File: src/inc/algo_debug_pkg.sv
// shared constants and types for the algorithm debug override register
package algo_debug_pkg;
   // register map: byte offset of the debug control word
   localparam logic [7:0] ALGO_CTRL_OFFSET = 8'hEC;
   localparam logic [31:0] ALGO_CTRL_RESET = 32'h0000_0000;
   // field positions inside the control word
   localparam int OVERRIDE_BIT = 31;
   localparam int SPEED_HI = 30;
   localparam int SPEED_LO = 16;
   localparam int FEEDBACK_OFF_BIT = 15;
   localparam int HOLD_ALIGN_BIT = 14;
   localparam int HOLD_SLOW_BIT = 13;
   localparam int HOLD_POSITION_BIT = 12;
   localparam int HOLD_SPIN_BIT = 11;
   localparam int ANGLE_SRC_BIT = 10;
   localparam int TORQUE_HI = 9;
   localparam int TORQUE_LO = 0;
   // field widths
   localparam int SPEED_W = 15;
   localparam int TORQUE_CODE_W = 10;
   localparam int TORQUE_REF_W = 12;
   localparam int ANGLE_W = 9;
   // torque code ranges: positive up to 500, negative from 512 to 1000
   localparam logic [9:0] TORQUE_POS_MAX = 10'h1F4;
   localparam logic [9:0] TORQUE_NEG_BASE = 10'h200;
   localparam logic [9:0] TORQUE_NEG_MAX = 10'h3E8;
   // lock angle wraps at a full turn in degrees
   localparam logic [8:0] ANGLE_FULL_TURN = 9'h168;
   // startup method encodings
   localparam logic [1:0] METHOD_ALIGN = 2'h0;
   localparam logic [1:0] METHOD_DOUBLE_ALIGN = 2'h1;
   localparam logic [1:0] METHOD_SLOW_CYCLE = 2'h2;
   localparam logic [1:0] METHOD_POSITION = 2'h3;
   // startup sequencer stages
   typedef enum logic [2:0] {
      ST_IDLE,
      ST_SPIN_DETECT,
      ST_POSITION_DETECT,
      ST_ALIGN,
      ST_SLOW_CYCLE,
      ST_OPEN_LOOP,
      ST_CLOSED_LOOP
   } stage_t;
endpackage

File: src/rtl/lock_angle_wrap.sv
// lock angle selection with the register angle wrapped to one turn, registered output
`timescale 1ns/10ps
module lock_angle_wrap
   import algo_debug_pkg::*;
(
   input wire logic clk,
   input wire logic reset,
   input wire logic use_register_angle,
   input wire logic [ANGLE_W-1:0] config_angle,
   input wire logic [ANGLE_W-1:0] register_angle,
   output logic [ANGLE_W-1:0] angle
);
   logic [ANGLE_W-1:0] angle_reg; // applied angle
   logic [ANGLE_W-1:0] angle_next;

   // register angle is reduced modulo a full turn; 9 bits never reach
   // two turns, so one subtraction is enough
   always_comb begin
      if (use_register_angle) begin
         if (register_angle >= ANGLE_FULL_TURN) begin
            angle_next = register_angle - ANGLE_FULL_TURN;
         end else begin
            angle_next = register_angle;
         end
      end else begin
         angle_next = config_angle;
      end
   end

   // plain register stage keeps the output glitch free
   always_ff @(posedge clk) begin
      if (reset) begin
         angle_reg <= '0;
      end else begin
         angle_reg <= angle_next;
      end
   end

   assign angle = angle_reg;
endmodule

File: src/rtl/algo_debug_override_ctrl.sv
// write-only algorithm debug override register and the logic it steers
`timescale 1ns/10ps
module algo_debug_override_ctrl
   import algo_debug_pkg::*;
(
   input wire logic clk,
   input wire logic reset,
   // serial interface write side, already deserialised
   input wire logic wr_en,
   input wire logic [7:0] wr_addr,
   input wire logic [31:0] wr_data,
   // command and algorithm status inputs
   input wire logic [SPEED_W-1:0] analog_speed_cmd,
   input wire logic velocity_regulator_off,
   input wire logic [1:0] startup_method,
   input wire logic spin_detect_enable,
   input wire logic motor_start,
   input wire logic stage_done,
   input wire logic [ANGLE_W-1:0] config_lock_angle,
   input wire logic [ANGLE_W-1:0] forced_lock_angle,
   // outputs toward the motor algorithm
   output logic [SPEED_W-1:0] speed_command,
   output logic speed_from_register,
   output logic feedback_commutation_off,
   output stage_t startup_stage,
   output logic [ANGLE_W-1:0] lock_angle,
   output logic signed [TORQUE_REF_W-1:0] torque_current_reference,
   output logic torque_ref_active,
   output logic torque_code_invalid
);
   // true when a torque code is in one of the two legal ranges
   function automatic logic torque_code_ok(input logic [9:0] code);
      torque_code_ok = (code <= TORQUE_POS_MAX) ||
         ((code >= TORQUE_NEG_BASE) && (code <= TORQUE_NEG_MAX));
   endfunction

   // first stage after detection, chosen by the startup method
   function automatic stage_t first_stage(input logic [1:0] method);
      case (method)
         METHOD_POSITION: first_stage = ST_POSITION_DETECT;
         METHOD_SLOW_CYCLE: first_stage = ST_SLOW_CYCLE;
         default: first_stage = ST_ALIGN;
      endcase
   endfunction

   // ---------------------------------------------------------------
   // control word storage
   // ---------------------------------------------------------------
   logic [31:0] ctrl_reg; // last written control word
   logic [31:0] ctrl_next;
   logic hit; // write aimed at this register

   // a write replaces the whole word; no read path exists, so software
   // must keep its own shadow copy
   always_comb begin
      hit = wr_en && (wr_addr == ALGO_CTRL_OFFSET);
      ctrl_next = ctrl_reg;
      if (hit) begin
         ctrl_next = wr_data;
      end
   end

   // zero reset leaves every override and hold inactive
   always_ff @(posedge clk) begin
      if (reset) begin
         ctrl_reg <= ALGO_CTRL_RESET;
      end else begin
         ctrl_reg <= ctrl_next;
      end
   end

   // decoded fields
   logic override_on; // speed from register
   logic [SPEED_W-1:0] register_speed_bits; // digital speed field
   logic hold_align_stage; // keep align stage
   logic hold_slow_stage; // keep slow first cycle
   logic hold_position_detect_stage; // keep position detection
   logic hold_spin_detect_stage; // keep speed detection
   logic lock_angle_source_select; // 1: register angle
   logic [TORQUE_CODE_W-1:0] manual_torque_current_code;

   assign override_on = ctrl_reg[OVERRIDE_BIT];
   assign register_speed_bits = ctrl_reg[SPEED_HI:SPEED_LO];
   assign hold_align_stage = ctrl_reg[HOLD_ALIGN_BIT];
   assign hold_slow_stage = ctrl_reg[HOLD_SLOW_BIT];
   assign hold_position_detect_stage = ctrl_reg[HOLD_POSITION_BIT];
   assign hold_spin_detect_stage = ctrl_reg[HOLD_SPIN_BIT];
   assign lock_angle_source_select = ctrl_reg[ANGLE_SRC_BIT];
   assign manual_torque_current_code = ctrl_reg[TORQUE_HI:TORQUE_LO];

   // ---------------------------------------------------------------
   // speed command source
   // ---------------------------------------------------------------
   logic [SPEED_W-1:0] speed_reg; // selected speed command
   logic [SPEED_W-1:0] speed_next;
   logic src_reg; // 1 while register supplies speed
   logic src_next;
   logic fb_off_reg; // open loop commanded
   logic fb_off_next;

   // the digital field only reaches the command while override is set
   always_comb begin
      src_next = override_on;
      fb_off_next = ctrl_reg[FEEDBACK_OFF_BIT];
      if (override_on) begin
         speed_next = register_speed_bits;
      end else begin
         speed_next = analog_speed_cmd;
      end
   end

   // one register stage so outputs come from flip-flops
   always_ff @(posedge clk) begin
      if (reset) begin
         speed_reg <= '0;
         src_reg <= 1'b0;
         fb_off_reg <= 1'b0;
      end else begin
         speed_reg <= speed_next;
         src_reg <= src_next;
         fb_off_reg <= fb_off_next;
      end
   end

   // ---------------------------------------------------------------
   // startup sequencer
   // ---------------------------------------------------------------
   stage_t state_reg; // current startup stage
   stage_t state_next;
   logic is_align_method; // align or double align chosen

   // each hold bit only matters while its own stage is active; dropping
   // motor_start always wins so a held stage can still be stopped
   always_comb begin
      is_align_method = (startup_method == METHOD_ALIGN) ||
         (startup_method == METHOD_DOUBLE_ALIGN);
      state_next = state_reg;
      if (!motor_start) begin
         state_next = ST_IDLE;
      end else begin
         case (state_reg)
            ST_IDLE: begin
               if (spin_detect_enable) begin
                  state_next = ST_SPIN_DETECT;
               end else begin
                  state_next = first_stage(startup_method);
               end
            end
            ST_SPIN_DETECT: begin
               if (stage_done && !hold_spin_detect_stage) begin
                  state_next = first_stage(startup_method);
               end
            end
            ST_POSITION_DETECT: begin
               if (stage_done && !hold_position_detect_stage) begin
                  state_next = ST_OPEN_LOOP;
               end
            end
            ST_ALIGN: begin
               if (stage_done &&
                   !(hold_align_stage && is_align_method)) begin
                  state_next = ST_OPEN_LOOP;
               end
            end
            ST_SLOW_CYCLE: begin
               if (stage_done && !hold_slow_stage) begin
                  state_next = ST_OPEN_LOOP;
               end
            end
            ST_OPEN_LOOP: begin
               // handover to feedback is blocked while open loop forced
               if (stage_done && !fb_off_next) begin
                  state_next = ST_CLOSED_LOOP;
               end
            end
            ST_CLOSED_LOOP: begin
               if (fb_off_next) begin
                  state_next = ST_OPEN_LOOP;
               end
            end
            default: begin
               state_next = ST_IDLE;
            end
         endcase
      end
   end

   // stage register
   always_ff @(posedge clk) begin
      if (reset) begin
         state_reg <= ST_IDLE;
      end else begin
         state_reg <= state_next;
      end
   end

   // ---------------------------------------------------------------
   // torque current reference, units of 0.02 A (code/500*10 A)
   // ---------------------------------------------------------------
   logic signed [TORQUE_REF_W-1:0] torque_reg;
   logic signed [TORQUE_REF_W-1:0] torque_next;
   logic tq_active_reg; // reference in force
   logic tq_active_next;
   logic tq_bad_reg; // code outside legal ranges
   logic tq_bad_next;

   // codes between the ranges are not supposed to arrive; they give a
   // zero reference and raise the invalid flag instead of a wild value
   always_comb begin
      tq_bad_next = !torque_code_ok(manual_torque_current_code);
      tq_active_next = velocity_regulator_off;
      torque_next = '0;
      if (velocity_regulator_off && !tq_bad_next) begin
         if (manual_torque_current_code <= TORQUE_POS_MAX) begin
            torque_next = signed'({2'h0, manual_torque_current_code});
         end else begin
            torque_next = -signed'({2'h0,
               manual_torque_current_code - TORQUE_NEG_BASE});
         end
      end
   end

   // torque output stage
   always_ff @(posedge clk) begin
      if (reset) begin
         torque_reg <= '0;
         tq_active_reg <= 1'b0;
         tq_bad_reg <= 1'b0;
      end else begin
         torque_reg <= torque_next;
         tq_active_reg <= tq_active_next;
         tq_bad_reg <= tq_bad_next;
      end
   end

   // lock angle source and wrap, registered inside
   lock_angle_wrap angle_unit (
      .clk(clk),
      .reset(reset),
      .use_register_angle(lock_angle_source_select),
      .config_angle(config_lock_angle),
      .register_angle(forced_lock_angle),
      .angle(lock_angle)
   );

   // outputs
   assign speed_command = speed_reg;
   assign speed_from_register = src_reg;
   assign feedback_commutation_off = fb_off_reg;
   assign startup_stage = state_reg;
   assign torque_current_reference = torque_reg;
   assign torque_ref_active = tq_active_reg;
   assign torque_code_invalid = tq_bad_reg;
endmodule

File: config.mk
export PLATFORM = sky130hd
export DESIGN_NAME = algo_debug_override_ctrl
export DESIGN_NICKNAME = d
export VERILOG_FILES = /design/src/inc/algo_debug_pkg.sv /design/src/rtl/lock_angle_wrap.sv /design/src/rtl/algo_debug_override_ctrl.sv
export SDC_FILE = /design/constraint.sdc
export NUM_CORES = 1
export LEC_CHECK = 0
export BUFFER_PORTS_ARGS = -buffer_cell sky130_fd_sc_hd__clkbuf_2
export CAP_MARGIN = 20
export CORE_AREA = 2 2 85 87
export DETAILED_ROUTE_END_ITERATION = 8
export DIE_AREA = 0 0 87 89
export HOLD_SLACK_MARGIN = 0.1
export PLACE_DENSITY = 0.77
export SETUP_SLACK_MARGIN = 0.05
export SLEW_MARGIN = 15
export SYNTH_ARGS = -nofsm -noshare
export SYNTH_HDL_FRONTEND = slang
export SYNTH_SLANG_ARGS = --single-unit
File: constraint.sdc
create_clock -name clk -period 1.8 [get_ports clk]
set_input_delay 0.27 -clock clk [delete_from_list [all_inputs] [get_ports clk]]
set_output_delay 0.27 -clock clk [all_outputs]
set_load 0.01 [all_outputs]
## After elaboration in Yosys (flattened, before gate mapping)

Index checks and enable logic that the tools add are counted.
W data, S select, Z words.

- Register bits after elaboration: 75
- Word-level logic and storage cells: 71
- Bits of input ports: 82
- Output and inout port bits: 43

- Bitwise operators: 2
- Reductions and logical operators: 23
- Order comparisons: 4
- Mux-type cells: 13
- Equal/unequal tests: 16
- Add/sub/neg operators: 3

Operator list:

| operator | number |
|---|---|
| $mux W3 | 7 |
| $pmux W3 S7 | 1 |
| $mux W9 | 2 |
| $mux W15 | 1 |
| $ne A2 B2 Y1 const B | 6 |
| $neg A10 Y12 | 1 |
| $ge A10 B10 Y1 const B | 1 |
| $le A10 B10 Y1 const B | 1 |
| $le A10 B9 Y1 const B | 1 |
| $mux W10 | 1 |
| $sub A10 B10 Y10 const B | 1 |
| $eq A3 B3 Y1 const B | 3 |
| $ge A9 B9 Y1 const B | 1 |
| $logic_and A1 B1 Y1 | 9 |
| $sub A9 B9 Y9 const B | 1 |
| $eq A8 B8 Y1 const B | 1 |
| $eq A3 B2 Y1 const B | 2 |
| $logic_not A1 Y1 | 6 |
| $pmux W3 S2 | 1 |
| $reduce_and A6 Y1 | 1 |
| $eq A2 B2 Y1 const B | 2 |
| $reduce_or A2 Y1 | 2 |
| $eq A3 B1 Y1 const B | 1 |
| $logic_not A3 Y1 | 1 |
| other kinds (5) | 7 |

## Logic depth before layout (Yosys ltp)

Gate-level depths: netlist of the first run.

- Depth after elaboration: 7
- Mapped depth: 7
- Depth with buffers taken out: 7

## Cells and area by module

From an unflattened synthesis of the first run, not the netlist that was laid out.

- Cells, all modules: 345
- Area total of the unflattened synthesis: 3228.1 sq um

By module, submodules not included:

| module | cells each | seq. area each (sq um) | instances | area each (sq um) |
|---|---|---|---|---|
| algo_debug_override_ctrl | 285 | 1321.3 | 1 | 2712.6 |
| lock_angle_wrap | 60 | 180.2 | 1 | 515.5 |

## Worst setup path before layout of the first run

OpenSTA, ideal clock, no wires.

- Path type: register -> register
- Start point: reg ctrl_reg[0]
- End point: reg torque_reg[5], in the netlist torque_current_reference[5]
- Clock period less this slack: 1.519 ns
- Data arrival time: 1.448 ns
- Stages on the path, launching flop included: 8
- Data required time: 1.729 ns
- Path slack: 0.281 ns
- Path buffers: 0
- Setup time: 0.071 ns
- Cell sequence: dfxtp_1 > inv_1 > ha_1 > nor2b_1 > o21a_1 > a21oi_1 > or3_1 > a21oi_1

- Word-level cells in the longest chain between the ends: 6
- Elaborated cells on any way between the ends: 11
- Classes of those cells: add/sub (2); order compare (3); mux (1); bitwise (1); reduce/logical (4)

RTL lines:

| element | RTL line | RTL |
|---|---|---|
| start, declared | algo_debug_override_ctrl.sv:49 | `logic [31:0] ctrl_reg;` |
| start signal, assigned | algo_debug_override_ctrl.sv:68 | `ctrl_reg <= ctrl_next;` |
| parallel branches: the longest is 6 deep, another holds $neg A10 Y12 | n/a |  |
| end signal, assigned | algo_debug_override_ctrl.sv:230 | `torque_reg <= torque_next;` |
| end, declared | algo_debug_override_ctrl.sv:200 | `logic signed [TORQUE_REF_W-1:0] torque_reg;` |

Several ways; the timed one is not identified.
A chain may end at the register's enable or synchronous reset.

## Worst setup path after layout of the first run

Ends and elaborated chain as after synthesis.

==> results of run 1 <==
[tightest hold or removal path: cells and delay by family]
family	cells	cell delay, ps
buffers and inverters	1	70
and+or+nand+nor	1	70
muxes	1	60
[layer usage]
metal | GRT usage [%] | vias to the layer above
met5 | 0 | -
met4 | 8.097 | 0
met3 | 3.970 | 17
met2 | 33.03 | 108
met1 | 22.03 | 1241
li1 | - | 1407
[final cells by class]
cell class / count / area [sq um] / area share [%]
clock buffers: 9 / 123.9 / 3.054
flip-flops and latches: 75 / 1504 / 37.08
repair buffers: 131 / 710.7 / 17.52
clock inverters: 7 / 58.81 / 1.450
well taps: 80 / 100.1 / 2.468
multi-input cells: 229 / 1525 / 37.60
inverters: 9 / 33.78 / 0.8328
[through the flow]
step / util, % / cell area (sq um) / setup slack, ps / instances
after floorplan: - / 3159 / 281.0 / 334
after global placement: 57.45 / 3860 / 150.7 / 524
after detailed placement: 57.45 / 3860 / 92.05 / 524
after CTS: 60.17 / 4043 / 75.00 / 540
after global routing: 60.37 / 4056 / 54.24 / 540
final: 60.37 / 4056 / 175.6 / 540
[power breakdown]
part | switching, mW | total [mW] | internal (mW)
Sequential | 0.0187 | 1.71 | 1.69
Clock | 0.676 | 1.20 | 0.524
Combinational | 0.137 | 0.278 | 0.141
[worst paths after layout]
path,start,to,cells past startpoint
hold / removal,wr_data[16],ctrl_reg[16],3
hold reg to reg,ctrl_reg[15],feedback_commutation_off,1
setup / recovery,ctrl_reg[0],torque_current_reference[5],7
setup reg to reg,ctrl_reg[0],torque_current_reference[5],7
[cells in the final DEF, fill, tap and decap left out, types with 2 or more instances in the layout]
cell type and instances:
o221ai_1 2, o211ai_1 5, o211a_1 3, nor3b_1 2
dfxtp_1 73, nor3_1 4, xnor2_1 3, nand3b_1 3
a31oi_1 4, nand4_1 2, o21ai_0 11, nor2_1 70
buf_12 3, mux2i_1 52, buf_4 4, inv_6 3
or3_1 3, a21o_1 2, nand2_1 4, xor2_1 2
nand3_1 3, nand2b_1 9, nor2b_1 6, clkbuf_2 124
inv_1 9, a211oi_1 3, a21oi_1 17, clkbuf_8 9
dfxtp_2 2
[cells in the mapped netlist (4+ instances only)]
| master | number | area [sq um] |
|---|---|---|
| a31oi_1 | 4 | 25.02 |
| a21oi_1 | 17 | 85.08 |
| dfxtp_1 | 75 | 1501 |
| nor2_1 | 70 | 262.8 |
| mux2i_1 | 52 | 520.5 |
| nand2_1 | 4 | 15.01 |
| nand2b_1 | 9 | 56.30 |
| inv_1 | 9 | 33.78 |
| o21ai_0 | 11 | 55.05 |
| nor2b_1 | 7 | 43.79 |
| clkbuf_1 | 10 | 37.54 |
| buf_2 | 7 | 35.03 |
| o211ai_1 | 5 | 37.54 |
| nor3_1 | 4 | 20.02 |
[what timing repair did]
item                                    CTS  global route
hold buffers                              0             0
resized for setup                         0             5
endpoints found under the setup margin    0             8
[logic make-up after synthesis]
family	synth area share, %
xor+xnor	1.386
simple gates	17.43
compound gates	11.49
fa+ha+maj	0.7920
buf+inv	4.554
flops	47.52
mux	16.83
==> flow_metrics.env, run 1 <==
export IMPL_status="complete, no violations"
export IMPL_num_antenna_cells=0
export IMPL_worstSkewPairLatency_ps=350
export IMPL_power_density_mw_per_mm2=786.4
export IMPL_async_reset_ff_share_pct=0
export IMPL_cts_root_buffer="clkbuf_8"
export IMPL_finalMaxSlewViolations=0
export IMPL_yosysSeqAreaShare_pct=47.52
export IMPL_grt_pass1_wl_mm=11.50
export IMPL_tightest_slew_ps=529.9
export IMPL_cp_common_cell="a21oi_1"
export IMPL_path_cells="inv_1, ha_2, nor2b_2, o21a_1, a21oi_1, or3_1, a21oi_1"
export IMPL_initial_core_util_pct=47.02
export IMPL_io_pins=125
export IMPL_ant_nets=0
export IMPL_ir_worst_vdd_uv=485.7
export IMPL_post_cts_buffers=0
export IMPL_n_fill_cell=583
export IMPL_finClkSkew_ps=10.23
export IMPL_whs_ps=156.2
export IMPL_yosysUniqueCellTypes=43
export IMPL_cpLargestDelayFamily="simple AND/OR/NAND/NOR gates"
export IMPL_tns_ps=0
export IMPL_cts_buffers_inserted=9
export IMPL_yosys_warnings=0
export IMPL_cp_arrival_ps=1900
export IMPL_critPathKind="reg2reg"
export IMPL_power_mw=3.190
export IMPL_die_h_um=89
export IMPL_maxCapViolCount=0
export IMPL_syn_area_sq_mm=0.003159
export IMPL_synthCells=334
export IMPL_met2_length_mm=3.478
export IMPL_r2r_setup_slack_ps=180
export IMPL_fmax_ghz=0.6156
export IMPL_gp_congestion=0.8794
export IMPL_clkTransAtPathRegs_ps=90
export IMPL_port_buffers=124
export IMPL_grt_remaining_overflow=0
export IMPL_rsz0062_at_grt="no"
export IMPL_grt_usage_pct=18.73
export IMPL_synth_flop_cell="dfxtp_1"
export IMPL_required_ps=2070
export IMPL_syn_num_nets=418
export IMPL_rows=30
export IMPL_wl_met1_mm=3.219
export IMPL_nets=539
export IMPL_avgSynthCellArea_sq_um=9.459
export IMPL_slew_headroom_pct=64.35
export IMPL_period_minus_slack_ps=1624
export IMPL_p_leak_nw=1.713
export IMPL_routed_wl_mm=7.200
export IMPL_critPathCaptureType="register"
export IMPL_first_iter_violations=89
export IMPL_start_kind="register"
export IMPL_top_layer="met4"
export IMPL_cpPeakStageDelay_ps=360
export IMPL_grt_max_degree=49
export IMPL_clock_sinks=75
export IMPL_cp_slowest_cell="dfxtp_1"
export IMPL_dieWidth_um=87
export IMPL_die_area_sq_mm=0.007743
export IMPL_drive_gt1_share_pct=33.70
export IMPL_clock_path_buffers=2
export IMPL_cp_max_fo=8
export IMPL_viasPerCell=5.135
export IMPL_synth_edf_count=0
export IMPL_area_growth_pct=28.40
export IMPL_setup_viol_count_final=0
export IMPL_cp_num_buf_inv=1
export IMPL_dr_total_vias=2773
export IMPL_design_core_area_sq_mm=0.006719
export IMPL_wl_met3_um=381
export IMPL_cts_tree="built"
export IMPL_wl_per_cell_um=13.33
export IMPL_h_tree_depth=3
export IMPL_timing_hold_violations_final=0
export IMPL_antenna_found_initial=0
export IMPL_worstHoldPathType="in2reg"
export IMPL_ys_ff_latch=75
export IMPL_first_pass_iters=5
export IMPL_final_period_utilization_pct=90.25
export IMPL_dp_hpwl_mm=5.351
export IMPL_drcViolationCount=0
export IMPL_grt_pass1_vias=2611
export IMPL_largest_reg_flops=32
(Power assumes the default switching activity.)
==> inputs of run 2 (changes only) <==
--- a/config.mk
+++ b/config.mk
@@ -7,9 +7,9 @@
 export LEC_CHECK = 0
 export BUFFER_PORTS_ARGS = -buffer_cell sky130_fd_sc_hd__clkbuf_2
 export CAP_MARGIN = 20
-export CORE_AREA = 2 2 85 87
+export CORE_AREA = 2 2 65 113
 export DETAILED_ROUTE_END_ITERATION = 8
-export DIE_AREA = 0 0 87 89
+export DIE_AREA = 0 0 67 115
 export HOLD_SLACK_MARGIN = 0.1
 export PLACE_DENSITY = 0.77
 export SETUP_SLACK_MARGIN = 0.05
==> run 2 against run 1 <==
Critical path depth is the same; fmax shrank 2.7%; clock skew shrank 5.5 ps; final area grew 1.9%; routed wire length grew 5.9%; final cell count grew 0.56%; sequential power is essentially flat.
==> flow_metrics.env, run 2 (synthesis results as in run 1) <==
export IMPL_ir_worst_vdd_uv=588.1
export IMPL_viasPerCell=5.256
export IMPL_fmax_ghz=0.5990
export IMPL_gp_congestion=0.9610
export IMPL_clock_path_buffers=2
export IMPL_whs_ps=167.2
export IMPL_grt_usage_pct=20.57
export IMPL_cp_slowest_cell="dfxtp_1"
export IMPL_clkTransAtPathRegs_ps=50
export IMPL_cts_root_buffer="clkbuf_16"
export IMPL_design_core_area_sq_mm=0.006807
export IMPL_tns_ps=0
export IMPL_post_cts_buffers=0
export IMPL_first_pass_iters=4
export IMPL_whs_endpoint="angle_unit.angle[2]"
export IMPL_stdcell_count=543
export IMPL_timing_hold_violations_final=0
export IMPL_cts_tree="built"
export IMPL_finClkSkew_ps=4.749
export IMPL_first_iter_violations=112
export IMPL_cp_max_fo=6
export IMPL_min_from="config_lock_angle[2]"
export IMPL_worstSkewPairLatency_ps=330
export IMPL_port_buffers=124
export IMPL_period_minus_slack_ps=1669
export IMPL_tightest_slew_ps=501.4
export IMPL_final_common_cell="clkbuf_2"
export IMPL_wl_per_cell_um=14.05
export IMPL_p_leak_nw=1.754
export IMPL_grtUsageMet3_pct=7.534
export IMPL_use_met2_pct=36.96
export IMPL_dp_cells=529
export IMPL_die_area_sq_mm=0.007705
export IMPL_cts_buffers_inserted=9
export IMPL_drcViolationCount=0
export IMPL_timing_rr_end="torque_current_reference[5]"
export IMPL_rsz0062_at_grt="yes"
export IMPL_path_cells="inv_1, ha_1, nor2b_2, o21a_1, a21oi_1, or3_1, a21oi_1"
export IMPL_dieWidth_um=67
export IMPL_slew_headroom_pct=66.26
export IMPL_power_density_mw_per_mm2=897.7
export IMPL_grt_remaining_overflow=0
export IMPL_rows=40
export IMPL_initial_core_util_pct=46.42
export IMPL_cp_common_cell="a21oi_1"
export IMPL_io_pins=125
export IMPL_routed_wl_mm=7.628
export IMPL_h_tree_depth=3
export IMPL_cpPeakStageDelay_ps=350
export IMPL_num_antenna_cells=0
export IMPL_grt_max_degree=40
export IMPL_final_period_utilization_pct=92.74
export IMPL_finalMaxSlewViolations=0
export IMPL_dp_hpwl_mm=5.718
export IMPL_status="complete, no violations"
export IMPL_drive_gt1_share_pct=32.68
export IMPL_antenna_found_initial=0
export IMPL_nets=540
export IMPL_grt_pass1_vias=2757
export IMPL_worstHoldPathType="in2reg"
export IMPL_die_h_um=115
export IMPL_critPathKind="reg2reg"
export IMPL_dr_total_vias=2854
export IMPL_critPathCaptureType="register"
export IMPL_maxCapViolCount=0
export IMPL_reg2reg_from="ctrl_reg[0]"
export IMPL_layout_common_cells="clkbuf_2, dfxtp_1, nor2_1"
export IMPL_hold_depth=3
export IMPL_grt_pass1_wl_mm=11.90
export IMPL_setup_viol_count_final=0
export IMPL_clock_sinks=75
export IMPL_ant_nets=0
export IMPL_final_core_util_pct=60.75
export IMPL_worstRegToRegCells=7
export IMPL_grt_most_used_layer="met2"
export IMPL_cp_arrival_ps=1930
export IMPL_use_met1_pct=19.38
export IMPL_required_ps=2060
export IMPL_largest_reg_flops=32
export IMPL_r2r_setup_slack_ps=130
export IMPL_area_growth_pct=30.89
export IMPL_start_kind="register"
[run 2: cell types whose count changed in the layout (fill, tap and decap cells not counted), sizes merged]
| cell | previous run | this run |
|---|---|---|
| clkbuf | 133 | 135 |
| clkinvlp | 1 | 0 |
| buf | 7 | 8 |
| inv | 13 | 9 |
| bufinv | 0 | 1 |
[run 2: cell type report]
class	count	area [sq um]
Timing Repair Buffer	132	693.2
Fill cell	596	2671
Multi-Input combinational cell	229	1519
Clock inverter	3	40.04
Sequential cell	75	1501
Tap cell	84	105.1
Clock buffer	11	242.7
Inverter	9	33.78
[run 2: stage by stage]
stage | total power [mW] | worst slack (ps) | instance area [sq um]
after floorplan | 1.874 | 281.0 | 3159
after global placement | 2.021 | 168.2 | 3847
after detailed placement | 2.028 | 138.5 | 3847
after CTS | 3.765 | 119.5 | 4130
after global routing | 3.862 | 30.67 | 4135
final | 3.712 | 130.6 | 4135
[run 2: repair_timing]
action                     in CTS  in global routing
hold buffers                    0                  0
resized for setup               0                  2
setup endpoints to repair       0                  7
[run 2: how the worst max path moves through the flow]
stage                     slack [ps]  depth (start not counted)            startpoint                          end
final                            130                          7           ctrl_reg[0]  torque_current_reference[5]
after global routing              30                          7           ctrl_reg[0]  torque_current_reference[5]
after CTS                        120                          7           ctrl_reg[0]  torque_current_reference[5]
after detailed placement         140                          7           ctrl_reg[0]  torque_current_reference[5]
after global placement           170                          6  forced_lock_angle[0]          angle_unit.angle[3]
after floorplan                  280                          7           ctrl_reg[0]  torque_current_reference[5]
[run 2: routing by layer]
layer	vias up	part of all wire (%)
met1	1294	36
met5	-	0
met2	129	52
met4	0	4.1
li1	1404	-
met3	27	7.2
[run 2: critical path, delay by kind of cell, from the launching register on]
| kind | cells | cell delay (ps) |
|---|---|---|
| adder cells (fa/ha/maj) | 1 | 280 |
| AO/OA/AOI/OAI | 3 | 410 |
| flip-flops | 1 | 350 |
| buffers and inverters | 1 | 70 |
| AND/OR/NAND/NOR | 2 | 490 |
[run 2: power breakdown]
part	switching, mW	total [mW]	internal [mW]
Sequential	0.0181	1.71	1.70
Combinational	0.139	0.278	0.139
Clock	0.631	1.72	1.09
